**config.mk**
```make
export PLATFORM = sky130hd
export DESIGN_NAME = ivf_framer
export DESIGN_NICKNAME = d
export VERILOG_FILES = /design/src/rtl/ivf_pkg.sv /design/src/rtl/ivf_buf2.sv /design/src/rtl/ivf_framer.sv
export VERILOG_INCLUDE_DIRS = /design/src /design/src/rtl
export SDC_FILE = /design/constraint.sdc
export NUM_CORES = 1
export LEC_CHECK = 0
export BUFFER_PORTS_ARGS = -buffer_cell sky130_fd_sc_hd__buf_2
export CAP_MARGIN = 20
export CELL_PAD_IN_SITES_DETAIL_PLACEMENT = 1
export CELL_PAD_IN_SITES_GLOBAL_PLACEMENT = 2
export CORE_UTILIZATION = 36
export DETAILED_ROUTE_END_ITERATION = 10
export PLACE_DENSITY = 0.81
export SYNTH_ARGS = -nofsm -noshare
export SYNTH_HDL_FRONTEND = slang
export SYNTH_SLANG_ARGS = --single-unit
export TNS_END_PERCENT = 5
```
**constraint.sdc**
```tcl
create_clock -name i_sys_clk -period 5.2 [get_ports i_sys_clk]
set_input_delay 0.52 -clock i_sys_clk [delete_from_list [all_inputs] [get_ports i_sys_clk]]
set_output_delay 0.52 -clock i_sys_clk [all_outputs]
set_load 0.02 [all_outputs]
```
**src/rtl/ivf_map.svh**
```systemverilog
`ifndef IVF_MAP_SVH
`define IVF_MAP_SVH
// register offsets
`define IVF_TALLY_OFS   16'h12fc
`define IVF_TALLY_RST   32'h0000_0000
// header field values
`define IVF_TAG_VIDEO   2'h0
`define IVF_TCODE_ISO   4'ha
`define IVF_SY_FIRST    4'h1
`define IVF_SY_OTHER    4'h0
// crc constants
`define IVF_CRC_POLY    32'h04c1_1db7
`define IVF_CRC_INIT    32'hffff_ffff
// payload sizing: rate code of the 30 fps reference column, partial-image format
`define IVF_RATE_REF    3'h4
`define IVF_FMT_PART    3'h7
`define IVF_QMAX        17'h03fff
// largest payload in quadlets at the lowest speed, doubling per speed step
`define IVF_S100_QMAX   17'h00100
`endif

```
**src/rtl/ivf_pkg.sv**
```systemverilog
package ivf_pkg;
    // one image quadlet with its start-of-frame marker
    typedef struct packed {
        logic        sof;
        logic [31:0] data;
    } ivf_pix_s;

    // first quadlet of an isochronous block
    typedef struct packed {
        logic [15:0] len;
        logic [1:0]  tag;
        logic [5:0]  chan;
        logic [3:0]  tcode;
        logic [3:0]  sy;
    } ivf_hdr_s;

    typedef enum logic [4:0] {
        ST_IDLE = 5'b00001,
        ST_HCRC = 5'b00010,
        ST_PAY  = 5'b00100,
        ST_DCRC = 5'b01000,
        ST_DONE = 5'b10000
    } ivf_state_e;
endpackage

```
**src/rtl/ivf_buf2.sv**
```systemverilog
`timescale 1ns/1ps
module ivf_buf2
    import ivf_pkg::*;
(
    input  wire logic     i_sys_clk,
    input  wire logic     i_rst_n,
    input  wire logic     i_in_valid,
    input  ivf_pix_s      i_in_data,
    output logic          o_in_ready,
    output logic          o_out_valid,
    output ivf_pix_s      o_out_data,
    input  wire logic     i_out_ready
);
    ivf_pix_s   mem [2];
    logic       wr_ptr;
    logic       rd_ptr;
    logic [1:0] cnt;
    wire        push = i_in_valid && o_in_ready;
    wire        pop  = o_out_valid && i_out_ready;
    wire  [1:0] next_cnt = cnt + {1'b0, push} - {1'b0, pop};

    assign o_out_valid = (cnt != 2'h0);
    assign o_out_data  = mem[rd_ptr];

    // ready is registered so the source sees a clean flop
    always_ff @(posedge i_sys_clk or negedge i_rst_n) begin
        if (!i_rst_n) begin
            cnt        <= 2'h0;
            wr_ptr     <= 1'b0;
            rd_ptr     <= 1'b0;
            o_in_ready <= 1'b0;
        end else begin
            cnt        <= next_cnt;
            wr_ptr     <= wr_ptr ^ push;
            rd_ptr     <= rd_ptr ^ pop;
            o_in_ready <= (next_cnt != 2'h2);
        end
    end

    // storage needs no reset
    always_ff @(posedge i_sys_clk) begin
        if (push) begin
            mem[wr_ptr] <= i_in_data;
        end
    end
endmodule

```
**src/rtl/ivf_framer.sv**
```systemverilog
`timescale 1ns/1ps
`include "ivf_map.svh"
// Notes on behaviour
// - 32-bit tally of failed frames; read returns it, a write to its offset clears it.
// - frame fails when arbitration is lost and the image buffer overflows.
// - video leaves only as isochronous blocks; registers use the separate port.
// - no block is sent until isochronous bandwidth has been allocated.
// - header length field holds byte count of the data field.
// - header tag field is always zero.
// - header channel field is the software-programmed isochronous channel.
// - header transaction code is the isochronous data block code.
// - sync field is one on a frame's first block, zero otherwise.
// - payload carries only image quadlets of the current frame; ST_PAY ignores sof, so a block can run into the next frame.
// - quadlets per period follow format, mode and frame rate.
// - partial-image format takes its size from the negotiated value input.
// - sizes are counted in quadlets per packet.
// - a block is sent only if the bus speed covers its size.
module ivf_framer
    import ivf_pkg::*;
(
    input  wire logic        i_sys_clk,
    input  wire logic        i_rstn,
    // register access, carried by asynchronous transactions
    input  wire logic        i_reg_wr,
    input  wire logic        i_reg_rd,
    input  wire logic [15:0] i_reg_addr,
    input  wire logic [31:0] i_reg_wdata,
    output logic      [31:0] o_reg_rdata,
    // video settings
    input  wire logic [2:0]  i_fmt,
    input  wire logic [2:0]  i_mode,
    input  wire logic [2:0]  i_rate,
    input  wire logic [13:0] i_part_quads,
    input  wire logic [5:0]  i_iso_chan,
    input  wire logic [2:0]  i_iso_speed,
    input  wire logic        i_iso_en,
    input  wire logic        i_bw_alloc,
    // bus timing and arbitration
    input  wire logic        i_cycle_start,
    input  wire logic        i_arb_grant,
    // image source
    input  wire logic        i_pix_valid,
    input  wire logic        i_pix_sof,
    input  wire logic [31:0] i_pix_data,
    output logic             o_pix_ready,
    // isochronous quadlet stream to the link
    output logic             o_tx_valid,
    output logic      [31:0] o_tx_data,
    output logic             o_tx_last,
    input  wire logic        i_tx_ready
);
    // one crc-32 step over a quadlet, msb first
    function automatic logic [31:0] crc_step(input logic [31:0] c, input logic [31:0] d);
        logic [31:0] r;
        r = c;
        for (int i = 31; i >= 0; i--) begin
            r = {r[30:0], 1'b0} ^ ((r[31] ^ d[i]) ? `IVF_CRC_POLY : 32'h0);
        end
        return r;
    endfunction

    // quadlets per period at 30 fps, then scaled by rate
    function automatic logic [16:0] quads_for(input logic [2:0] f, input logic [2:0] m,
                                              input logic [2:0] r);
        logic [16:0] b;
        b = 17'h0;
        if (f == 3'h0) begin
            case (m)
                3'h0: b = 17'h0003c;
                3'h1: b = 17'h000a0;
                3'h2: b = 17'h001e0;
                3'h3: b = 17'h00280;
                3'h4: b = 17'h003c0;
                3'h5: b = 17'h00140;
                3'h6: b = 17'h00280;
                default: b = 17'h0;
            endcase
        end else if (f == 3'h1) begin
            case (m)
                3'h0: b = 17'h003e8;
                3'h1: b = 17'h005dc;
                3'h2: b = 17'h001f4;
                3'h3: b = 17'h00600;
                3'h4: b = 17'h00900;
                3'h5: b = 17'h00300;
                3'h6: b = 17'h003e8;
                default: b = 17'h00600;
            endcase
        end
        if (r >= `IVF_RATE_REF) begin
            b = b << (r - `IVF_RATE_REF);
        end else begin
            b = b >> (`IVF_RATE_REF - r);
        end
        return b;
    endfunction

    // reset release through two flops
    logic rst_meta, rst_n;
    always_ff @(posedge i_sys_clk or negedge i_rstn) begin
        if (!i_rstn) begin
            rst_meta <= 1'b0;
            rst_n    <= 1'b0;
        end else begin
            rst_meta <= 1'b1;
            rst_n    <= rst_meta;
        end
    end

    // two-entry buffer in the image path
    ivf_pix_s buf_in, buf_out;
    logic     buf_valid, buf_pop;
    assign buf_in = '{sof: i_pix_sof, data: i_pix_data};
    ivf_buf2 u_buf (
        .i_sys_clk   (i_sys_clk),
        .i_rst_n     (rst_n),
        .i_in_valid  (i_pix_valid),
        .i_in_data   (buf_in),
        .o_in_ready  (o_pix_ready),
        .o_out_valid (buf_valid),
        .o_out_data  (buf_out),
        .i_out_ready (buf_pop)
    );

    // payload sizing and speed check
    wire [16:0] tab_q   = quads_for(i_fmt, i_mode, i_rate);
    wire [16:0] per_q   = (i_fmt == `IVF_FMT_PART) ? {3'h0, i_part_quads} : tab_q;
    wire        q_ok    = (per_q != 17'h0) && (per_q <= `IVF_QMAX);
    wire [16:0] spd_max = `IVF_S100_QMAX << i_iso_speed;
    wire        spd_ok  = (per_q <= spd_max);

    ivf_state_e st, next_st;
    ivf_hdr_s   hdr_q;
    logic [13:0] quads, rem;
    logic [31:0] crc_acc;
    logic [31:0] tally;
    logic        frame_lost;

    wire out_free = !o_tx_valid || i_tx_ready;
    // bandwidth, enable, grant and a waiting quadlet must all hold at period start
    wire launch = (st == ST_IDLE) && out_free && i_cycle_start && i_iso_en
                  && i_bw_alloc && i_arb_grant && buf_valid && q_ok && spd_ok;
    assign buf_pop = (st == ST_PAY) && out_free;

    // header built from live settings at launch
    ivf_hdr_s hdr_new;
    // one assignment for the whole struct keeps it a single driver
    assign hdr_new = '{len:   {per_q[13:0], 2'b00},
                       tag:   `IVF_TAG_VIDEO,
                       chan:  i_iso_chan,
                       tcode: `IVF_TCODE_ISO,
                       sy:    buf_out.sof ? `IVF_SY_FIRST : `IVF_SY_OTHER};

    // block sequencer
    always_comb begin
        next_st = st;
        case (st)
            ST_IDLE: if (launch) next_st = ST_HCRC;
            ST_HCRC: if (out_free) next_st = ST_PAY;
            ST_PAY:  if (out_free && buf_valid && rem == 14'h1) next_st = ST_DCRC;
            ST_DCRC: if (out_free) next_st = ST_DONE;
            ST_DONE: next_st = ST_IDLE;
            default: next_st = ST_IDLE;
        endcase
    end

    always_ff @(posedge i_sys_clk or negedge rst_n) begin
        if (!rst_n) begin
            st <= ST_IDLE;
        end else begin
            st <= next_st;
        end
    end

    // output quadlet register; holds while the link stalls
    always_ff @(posedge i_sys_clk or negedge rst_n) begin
        if (!rst_n) begin
            o_tx_valid <= 1'b0;
            o_tx_data  <= 32'h0;
            o_tx_last  <= 1'b0;
            hdr_q      <= '0;
            quads      <= 14'h0;
            rem        <= 14'h0;
            crc_acc    <= `IVF_CRC_INIT;
        end else if (out_free) begin
            o_tx_valid <= 1'b0;
            o_tx_last  <= 1'b0;
            if (launch) begin
                o_tx_valid <= 1'b1;
                o_tx_data  <= hdr_new;
                hdr_q      <= hdr_new;
                quads      <= per_q[13:0];
                rem        <= per_q[13:0];
            end else if (st == ST_HCRC) begin
                o_tx_valid <= 1'b1;
                o_tx_data  <= ~crc_step(`IVF_CRC_INIT, hdr_q);
                crc_acc    <= `IVF_CRC_INIT;
            end else if (st == ST_PAY && buf_valid) begin
                o_tx_valid <= 1'b1;
                o_tx_data  <= buf_out.data;
                crc_acc    <= crc_step(crc_acc, buf_out.data);
                rem        <= rem - 14'h1;
            end else if (st == ST_DCRC) begin
                o_tx_valid <= 1'b1;
                o_tx_data  <= ~crc_acc;
                o_tx_last  <= 1'b1;
            end
        end
    end

    // failure tally: one count per frame that overflows without the bus
    wire overflow  = i_pix_valid && !o_pix_ready;
    wire tally_inc = overflow && !i_arb_grant && !frame_lost;
    wire tally_hit = i_reg_wr && (i_reg_addr == `IVF_TALLY_OFS);
    wire new_frame = i_pix_valid && o_pix_ready && i_pix_sof;

    always_ff @(posedge i_sys_clk or negedge rst_n) begin
        if (!rst_n) begin
            tally      <= `IVF_TALLY_RST;
            frame_lost <= 1'b0;
        end else begin
            // an increment in the clearing cycle survives as one
            if (tally_hit) begin
                tally <= tally_inc ? 32'h1 : `IVF_TALLY_RST;
            end else if (tally_inc) begin
                tally <= tally + 32'h1;
            end
            if (tally_inc) begin
                frame_lost <= 1'b1;
            end else if (new_frame) begin
                frame_lost <= 1'b0;
            end
        end
    end

    // register read port; unmapped offsets read zero
    wire [31:0] rd_mux = (i_reg_addr == `IVF_TALLY_OFS) ? tally : 32'h0;
    always_ff @(posedge i_sys_clk or negedge rst_n) begin
        if (!rst_n) begin
            o_reg_rdata <= 32'h0;
        end else if (i_reg_rd) begin
            o_reg_rdata <= rd_mux;
        end
    end
endmodule

```
==> flow_summary.ini, run 1 <==
[clock_network]
cts-htree-levels = 1
worstSkewPairLatency_ns = 0.56
cts.sinks = 245
clockBufferDepth = 3
clock-root-buffer = clkbuf_16
cts_tree = built
cts.repair.resized = 0
clkTransAtPathRegs_ns = 0.06
cts_inserted_buffers = 31

[worst_setup_path]
worst_setup_path_start_kind = flip-flop
crit_start = u_buf.rd_ptr
worst-path-buf-inv = 1
cp.depth = 11
worstPathRequired_ns = 5.69
max_stage_delay_ns = 0.67
crit_chain = buf_12 > mux2i_2 > xnor2_4 > xor2_2 > xnor3_1 > xnor3_2 > xor2_2 > xnor3_2 > xnor2_1 > xnor2_1 > a21oi_1
crit_family = XOR/XNOR gates
reg2reg_slack_ns = 0.40
setup.worst_path.end_class = flip-flop
rr_endpoint = crc_acc[23]
cp_data_arrival_time_ns = 5.29
endpoint = crc_acc[23]
timing.rr.start = u_buf.rd_ptr
critPathSlowestCell = dfrtp_2
path_class = flip-flop to flip-flop
reg2reg_depth = 11
crit_fanout = 21

[grt]
grt_use_total = 0.215
overflow = 0
grt_start_max_net_pins = 168
grt_pass1_wl_um = 84300
grt_pass1_vias = 14100
antenna_found_initial = 2

[yosys]
yosys_register_bits = 245
synth.area.top_cells = dfrtp_1 20%, xnor2_1 13%, edfxtp_1 11%, xnor3_1 8.5%, xor2_1 5.5%
synth.avg_cell_area_um2 = 10.7
synth_cell_types = 82
yosys.area.top_type = dfrtp_1
synth_edf_count = 66
yosys_warnings = 0
syn-cell-area_um2 = 18000
ys_async_sr_fraction = 0.731
synth-main-ff-cell = dfrtp_1
synth_top_cell_area_share = 0.203
syn_inst = 1680
seq_area_frac_synth = 0.360
synthesis.nets = 1820

[timing]
drv_slew = 0
finalSetupViolCount = 0
relSlewSlack = 0.294
max_freq_mhz = 208
worst_slew_pin_slew_ns = 1.06
hold_ws_ns = 0.146
rsz0062_at_grt = false
fin_setup_tns_ns = 0
min_period_over_period = 0.923
finalHoldViolations = 0
min_period_ns = 4.80
final.setup_skew_ns = 0.0258

[detailed_routing]
route.detailed.drc = 0
drtIter0Drc = 621
drt_wl_total_um = 54300
dr.pass1.iters = 4
via_count = 13200
wl_per_cell_um = 21.4
antenna_left = 0
via_per_inst = 5.20

[final_layout]
final_util = 0.425
multi_input_area_um2 = 11000
layout-drive-gt1-share = 0.216
nets = 1987
final_common_cell = xnor2_1
layout_common_cells = 259 x xnor2_1, 157 x buf_2, 144 x dfrtp_1, 115 x nor2_1, 113 x xor2_1
fillers = 5472
synthToLayoutAreaGrowth_pct = 15.7
regArea_um2 = 6510

[floorplan]
die_h_um = 226
io_pins = 190
initial_core_util = 0.367
die_w_um = 226
core-area_um2 = 49200
fp.dieArea_um2 = 51000
std_cell_rows = 81

[worst_hold_path]
hold_class = primary input to flip-flop

[placed_design]
io_buffers = 157
place_congestion = 0.920
hpwl_um = 41600

[job]
drv_cap = 0

[run_status]
status = completed
worst min path at each step:
stage / slack [ns] / from / endpoint / depth (start not counted)
6_report: 0.15 / i_pix_data[30] / u_buf.mem[1][30] / 1
5_1_grt: 0.13 / i_pix_data[7] / u_buf.mem[0][7] / 1
4_1_cts: 0.12 / i_pix_data[30] / u_buf.mem[1][30] / 1
3_5_place_dp: 0.17 / rst_n / o_tx_data[21] / 0
3_3_place_gp: 0.16 / rst_n / o_tx_data[21] / 0
2_1_floorplan: 0.22 / i_rstn / rst_meta / 0
final cells by class:
class,instances,area share
sequential,245,0.312
multi-input combinational,1284,0.526
tap,664,0.0398
clock inverter,13,0.00467
clock buffer,43,0.0422
timing repair buffer,225,0.0652
antenna,1,0.000120
inverter,60,0.0108
cells by family (layout without fill, tap and decap cells):
logic type	Yosys count	count (layout)	share of synthesized area
XOR/XNOR	494	494	0.326
AND/OR/NAND/NOR	374	374	0.100
AO/OA/AOI/OAI	307	307	0.112
flip-flops	245	245	0.360
buffers and inverters	151	341	0.0332
multiplexers	89	89	0.0546
adder cells (fa/ha/maj)	19	19	0.0129
other	1	2	0.000208
cells in the mapped netlist (35+ instances only):
library cell / instances
o22ai_1: 46
a21oi_1: 78
inv_1: 58
xor2_1: 113
o21ai_0: 35
xnor3_1: 68
dfrtp_1: 146
nor2_1: 117
clkbuf_1: 75
nand2_1: 99
edfxtp_1: 66
mux2i_1: 56
xnor2_1: 259
registers in the layout (all words and copies together) (netlist names):
name / count
crc_acc: 32
hdr_q: 22
o_tx_data: 32
frame_lost: 1
o_tx_valid: 1
o_reg_rdata: 32
rst_n: 1
st: 5
u_buf.wr_ptr: 1
u_buf.rd_ptr: 1
tally: 32
u_buf.mem: 66
o_tx_last: 1
rst_meta: 1
rem: 14
u_buf.cnt: 2
u_buf.o_in_ready: 1
worst register-to-register path, delay by kind of cell (launching register included):
family	cells	cell delay (ns)
AOI/OAI and AO/OA	1	0.19
xor gates and xnor gates	8	3.19
buffers and inverters	1	0.27
DFF	1	0.67
muxes	1	0.41
per-stage QoR:
step / setup WS [ns] / instances / instance area [µm²]
floorplan: -0.0157 / 1680 / 18000
global placement: 0.307 / 2476 / 19900
detailed placement: 0.243 / 2476 / 19900
CTS: 0.371 / 2533 / 20900
global route: 0.220 / 2534 / 20900
finish: 0.403 / 2535 / 20900
layer usage:
layer	vias to the layer above	share of wire	global-route usage
met3	64	0.026	0.0189
met2	215	0.52	0.392
met1	6667	0.43	0.271
met4	2	0.024	0.0562
met5	-	0.00024	0
li1	6224	-	-
repair_timing:
action	in CTS	in global routing
hold buffers	1	0
hold endpoints to repair	2	0
buffers inserted	0	0
Power of run 1 is left out: the tool's default activity adds up to more than one toggle a clock period on the data nets, which glitch-free logic cannot reach.
==> inputs of run 2 (changes only) <==
BUFFER_PORTS_ARGS = -buffer_cell sky130_fd_sc_hd__buf_4   (was -buffer_cell sky130_fd_sc_hd__buf_2)
==> flow_summary.ini, run 2 (same netlist as run 1, synthesis figures left out) <==
[final_layout]
final_util = 0.432
layout-drive-gt1-share = 0.217
fillers = 5455
regMostFlops = u_buf.mem
regArea_um2 = 6510
nets = 1995
synthToLayoutAreaGrowth_pct = 17.8
layout_common_cells = 259 x xnor2_1, 233 x buf_4, 144 x dfrtp_1, 115 x nor2_1, 113 x xor2_1
n_antenna_cell = 0
largest_register_ffs = 66
final_common_cell = xnor2_1
final-instance-count-excl-fill = 2541
multi_input_area_um2 = 11000

[detailed_routing]
via_per_inst = 5.20
wl_per_cell_um = 21.8
drtIter0Drc = 567
antenna_left = 0
route.detailed.drc = 0
via_count = 13200
drt_wl_total_um = 55300
dr.pass1.iters = 4

[clock_network]
cts_inserted_buffers = 28
cts.sinks = 245
cts-htree-levels = 1
clock-root-buffer = clkbuf_16
cts_tree = built
worstSkewPairLatency_ns = 0.56
clkTransAtPathRegs_ns = 0.06
clockBufferDepth = 3

[timing]
rsz0062_at_grt = false
finalHoldViolations = 0
final.setup_skew_ns = 0.0224
relSlewSlack = 0.441
min_period_ns = 4.73
drv_slew = 0
max_freq_mhz = 212
hold_ws_ns = 0.145
finalSetupViolCount = 0
worst_slew_pin_slew_ns = 0.830
min_period_over_period = 0.909

[grt]
grt_pass1_wl_um = 85800
antenna_found_initial = 0
grt_start_max_net_pins = 104
grt_use_total = 0.220
grt_pass1_vias = 14300
overflow = 0

[placed_design]
io_buffers = 157
dp.cells = 2488
place_congestion = 0.980
hpwl_um = 43100

[run_status]
status = completed

[worst_setup_path]
worst_setup_path_start_kind = flip-flop
max_stage_delay_ns = 0.65
crit_fanout = 14
path_class = flip-flop to flip-flop
crit_chain = buf_4 > buf_4 > mux2i_1 > xor2_1 > xnor2_1 > xnor2_2 > xor2_1 > xnor3_2 > xnor2_4 > xnor3_2 > xnor3_1 > a21oi_1
worstPathRequired_ns = 5.68
setup.worst_path.end_class = flip-flop
cp_data_arrival_time_ns = 5.21
critPathSlowestCell = dfrtp_2

[job]
drv_cap = 0

[floorplan]
die_w_um = 226
std_cell_rows = 81
die_h_um = 226
initial_core_util = 0.367
core-area_um2 = 49200
io_pins = 190
fp.dieArea_um2 = 51000

[worst_hold_path]
hold_class = primary input to flip-flop
[run 2: cell count changes in the layout (fill, tap and decap cells not counted), moves of 2 or more]
cell	before	now
buf_4	62	233
buf_2	157	0
buf_12	5	2
clkbuf_8	6	3
clkbuf_1	6	8
clkbuf_16	31	29
clkinv_2	6	4
clkinv_4	3	1
[run 2: through the flow]
step / TNS [ns] / setup WS (ns) / area, µm²
CTS: 0 / 0.462 / 21200
floorplan: -0.0620 / -0.0157 / 18000
detailed placement: 0 / 0.230 / 20300
global placement: 0 / 0.282 / 20300
global route: 0 / 0.227 / 21200
finish: 0 / 0.475 / 21200
[run 2: timing repair]
item	in CTS	in global routing
hold buffers	1	0
setup buffers	0	0
gates resized for setup	0	0
setup endpoints to repair	0	0
endpoints found under the hold margin	2	0
[run 2: final timing paths]
check                              endpoint  cells past startpoint  slack (ns)      startpoint
setup / recovery                crc_acc[12]                     12        0.47    u_buf.rd_ptr
hold / removal             u_buf.mem[0][29]                      1        0.15  i_pix_data[29]
setup reg to reg                crc_acc[12]                     12        0.47    u_buf.rd_ptr
hold reg to reg                   o_tx_last                      0        0.21           rst_n
max in group asynchronous     o_tx_data[12]                      1        3.91           rst_n
min in group asynchronous         o_tx_last                      0        0.21           rst_n
[run 2: metal layers]
| layer | GRT usage | share of wire |
|---|---|---|
| met5 | 0 | 0 |
| met4 | 0.0667 | 0.029 |
| met3 | 0.0178 | 0.028 |
| met2 | 0.395 | 0.52 |
| met1 | 0.279 | 0.43 |
[run 2: layout make-up]
class	count	share of cell area
sequential	245	0.306
clock inverter	12	0.00530
tap	664	0.0391
inverter	60	0.0106
clock buffer	40	0.0375
timing repair buffer	236	0.0847
multi-input combinational	1284	0.517
[run 2: worst max-delay path, delay by kind of cell, from the launching register on]
family	cells	cell delay, ns
buffers and inverters	2	0.50
XOR/XNOR	8	2.93
multiplexers	1	0.40
AO/OA/AOI/OAI	1	0.16
flip-flops	1	0.65
Power of run 2 is left out for the same reason.
==> inputs of run 3 (changes only) <==
CORE_UTILIZATION = 43   (was 36)
PLACE_DENSITY = 0.9   (was 0.81)
clock period = 5.79 ns   (was 5.2 ns; I/O delays follow)
==> flow_summary.ini, run 3 (same netlist as run 1, synthesis figures left out) <==
[final_layout]
fillers = 4458
layout-drive-gt1-share = 0.203
synthToLayoutAreaGrowth_pct = 15.2
n_antenna_cell = 0
nets = 1959
regMostFlops = u_buf.mem
largest_register_ffs = 66
final_common_cell = xnor2_1
layout_common_cells = 259 x xnor2_1, 198 x buf_4, 144 x dfrtp_1, 115 x nor2_1, 113 x xor2_1

[floorplan]
io_pins = 190
initial_core_util = 0.439
die_h_um = 207
die_w_um = 207
core-area_um2 = 41100
std_cell_rows = 74
fp.dieArea_um2 = 42800

[clock_network]
cts_tree = built
cts-htree-levels = 1
cts_inserted_buffers = 28
cts.sinks = 245
clockBufferDepth = 3
clock-root-buffer = clkbuf_16
cts.repair.resized = 0
clkTransAtPathRegs_ns = 0.06
worstSkewPairLatency_ns = 0.57

[timing]
min_period_over_period = 0.851
rsz0062_at_grt = false
max_freq_mhz = 203
min_period_ns = 4.93
fin_setup_tns_ns = 0
final.setup_skew_ns = 0.0157
worst_slew_pin_slew_ns = 1.14
drv_slew = 0
finalSetupViolCount = 0
finalHoldViolations = 0
relSlewSlack = 0.241

[detailed_routing]
met3WireLength_um = 1850
drt_wl_total_um = 53900
wl_met2_um = 27400
via_count = 13100
route.detailed.drc = 1
antenna_left = 0
wl_per_cell_um = 22.7
dr.pass1.iters = 9
via_per_inst = 5.53
drtIter0Drc = 589
highest_layer = met4
drt-met1-wl_um = 23100

[worst_setup_path]
cp_data_arrival_time_ns = 5.42
crit_fanout = 14
path_class = flip-flop to flip-flop
setup.worst_path.end_class = flip-flop
worstPathRequired_ns = 6.28
worst_setup_path_start_kind = flip-flop

[run_status]
status = finished with violations
violations = DRC

[grt]
overflow = 0
antenna_found_initial = 0
grt_start_max_net_pins = 76
grt_pass1_vias = 13900
grt_pass1_wl_um = 82700
grt_use_total = 0.255

[placed_design]
io_buffers = 157
hpwl_um = 41200
place_congestion = 0.982

[worst_hold_path]
hold_class = flip-flop to async pin

[job]
drv_cap = 0
==> run 3: cell count changes in the layout (fill, tap and decap cells not counted), sizes merged <==
| cell | previous run | this run |
|---|---|---|
| clkbuf | 40 | 39 |
| clkinvlp | 0 | 1 |
| clkinv | 11 | 10 |
| buf | 235 | 199 |
| inv | 59 | 60 |
==> run 3: critical path: stages (launching register included) <==
cell	delay (ns)
dfrtp_2	0.67
buf_4	0.29
mux2i_2	0.41
xnor2_4	0.22
xor2_2	0.29
xnor3_1	0.54
xnor3_1	0.48
xnor3_1	0.57
xor2_1	0.20
buf_4	0.19
xnor3_2	0.38
xnor3_1	0.45
a21oi_1	0.16
==> run 3: cell type report <==
class	count	area, µm²	area share
Clock buffer	39	762	0.0367
Clock inverter	13	129	0.00620
Inverter	60	225	0.0108
Multi-Input combinational cell	1284	11000	0.528
Sequential cell	245	6510	0.313
Tap cell	532	666	0.0320
Timing Repair Buffer	200	1520	0.0730
==> run 3: path summary, 6_finish.rpt <==
kind,to,startpoint,depth (start not counted),slack [ns]
min in group i_sys_clk,u_buf.mem[1][7],i_pix_data[7],1,0.20
max in group asynchronous,o_tx_data[0],rst_n,2,4.16
min reg2reg,o_tx_data[11],rst_n,0,0.14
max,crc_acc[12],u_buf.rd_ptr,12,0.86
min,o_tx_data[11],rst_n,0,0.14
max reg2reg,crc_acc[12],u_buf.rd_ptr,12,0.86
==> run 3: timing repair <==
item                                    CTS  global route
setup buffers                             0             0
endpoints found under the setup margin    0             0
hold buffers                              1             0
endpoints found under the hold margin     2             0
==> run 3: metrics by stage <==
step                      hold slack, ns  setup slack (ns)  cell area (µm²)   util  std cells
after CTS                          0.153             0.820            20800  0.506       2373
after floorplan                    0.283             0.491            18000      -       1680
after detailed placement           0.155             0.507            19900  0.484       2320
after global placement             0.154             0.530            19900  0.484       2320
final                              0.142             0.863            20800  0.506       2373
after global routing               0.165             0.720            20800  0.506       2373
==> run 3: metal layers <==
layer / GRT usage / vias up
li1: - / 6145
met1: 0.330 / 6661
met2: 0.449 / 241
met3: 0.0239 / 72
met4: 0.0824 / 0
met5: 0 / -
Power of run 3 is left out for the same reason.
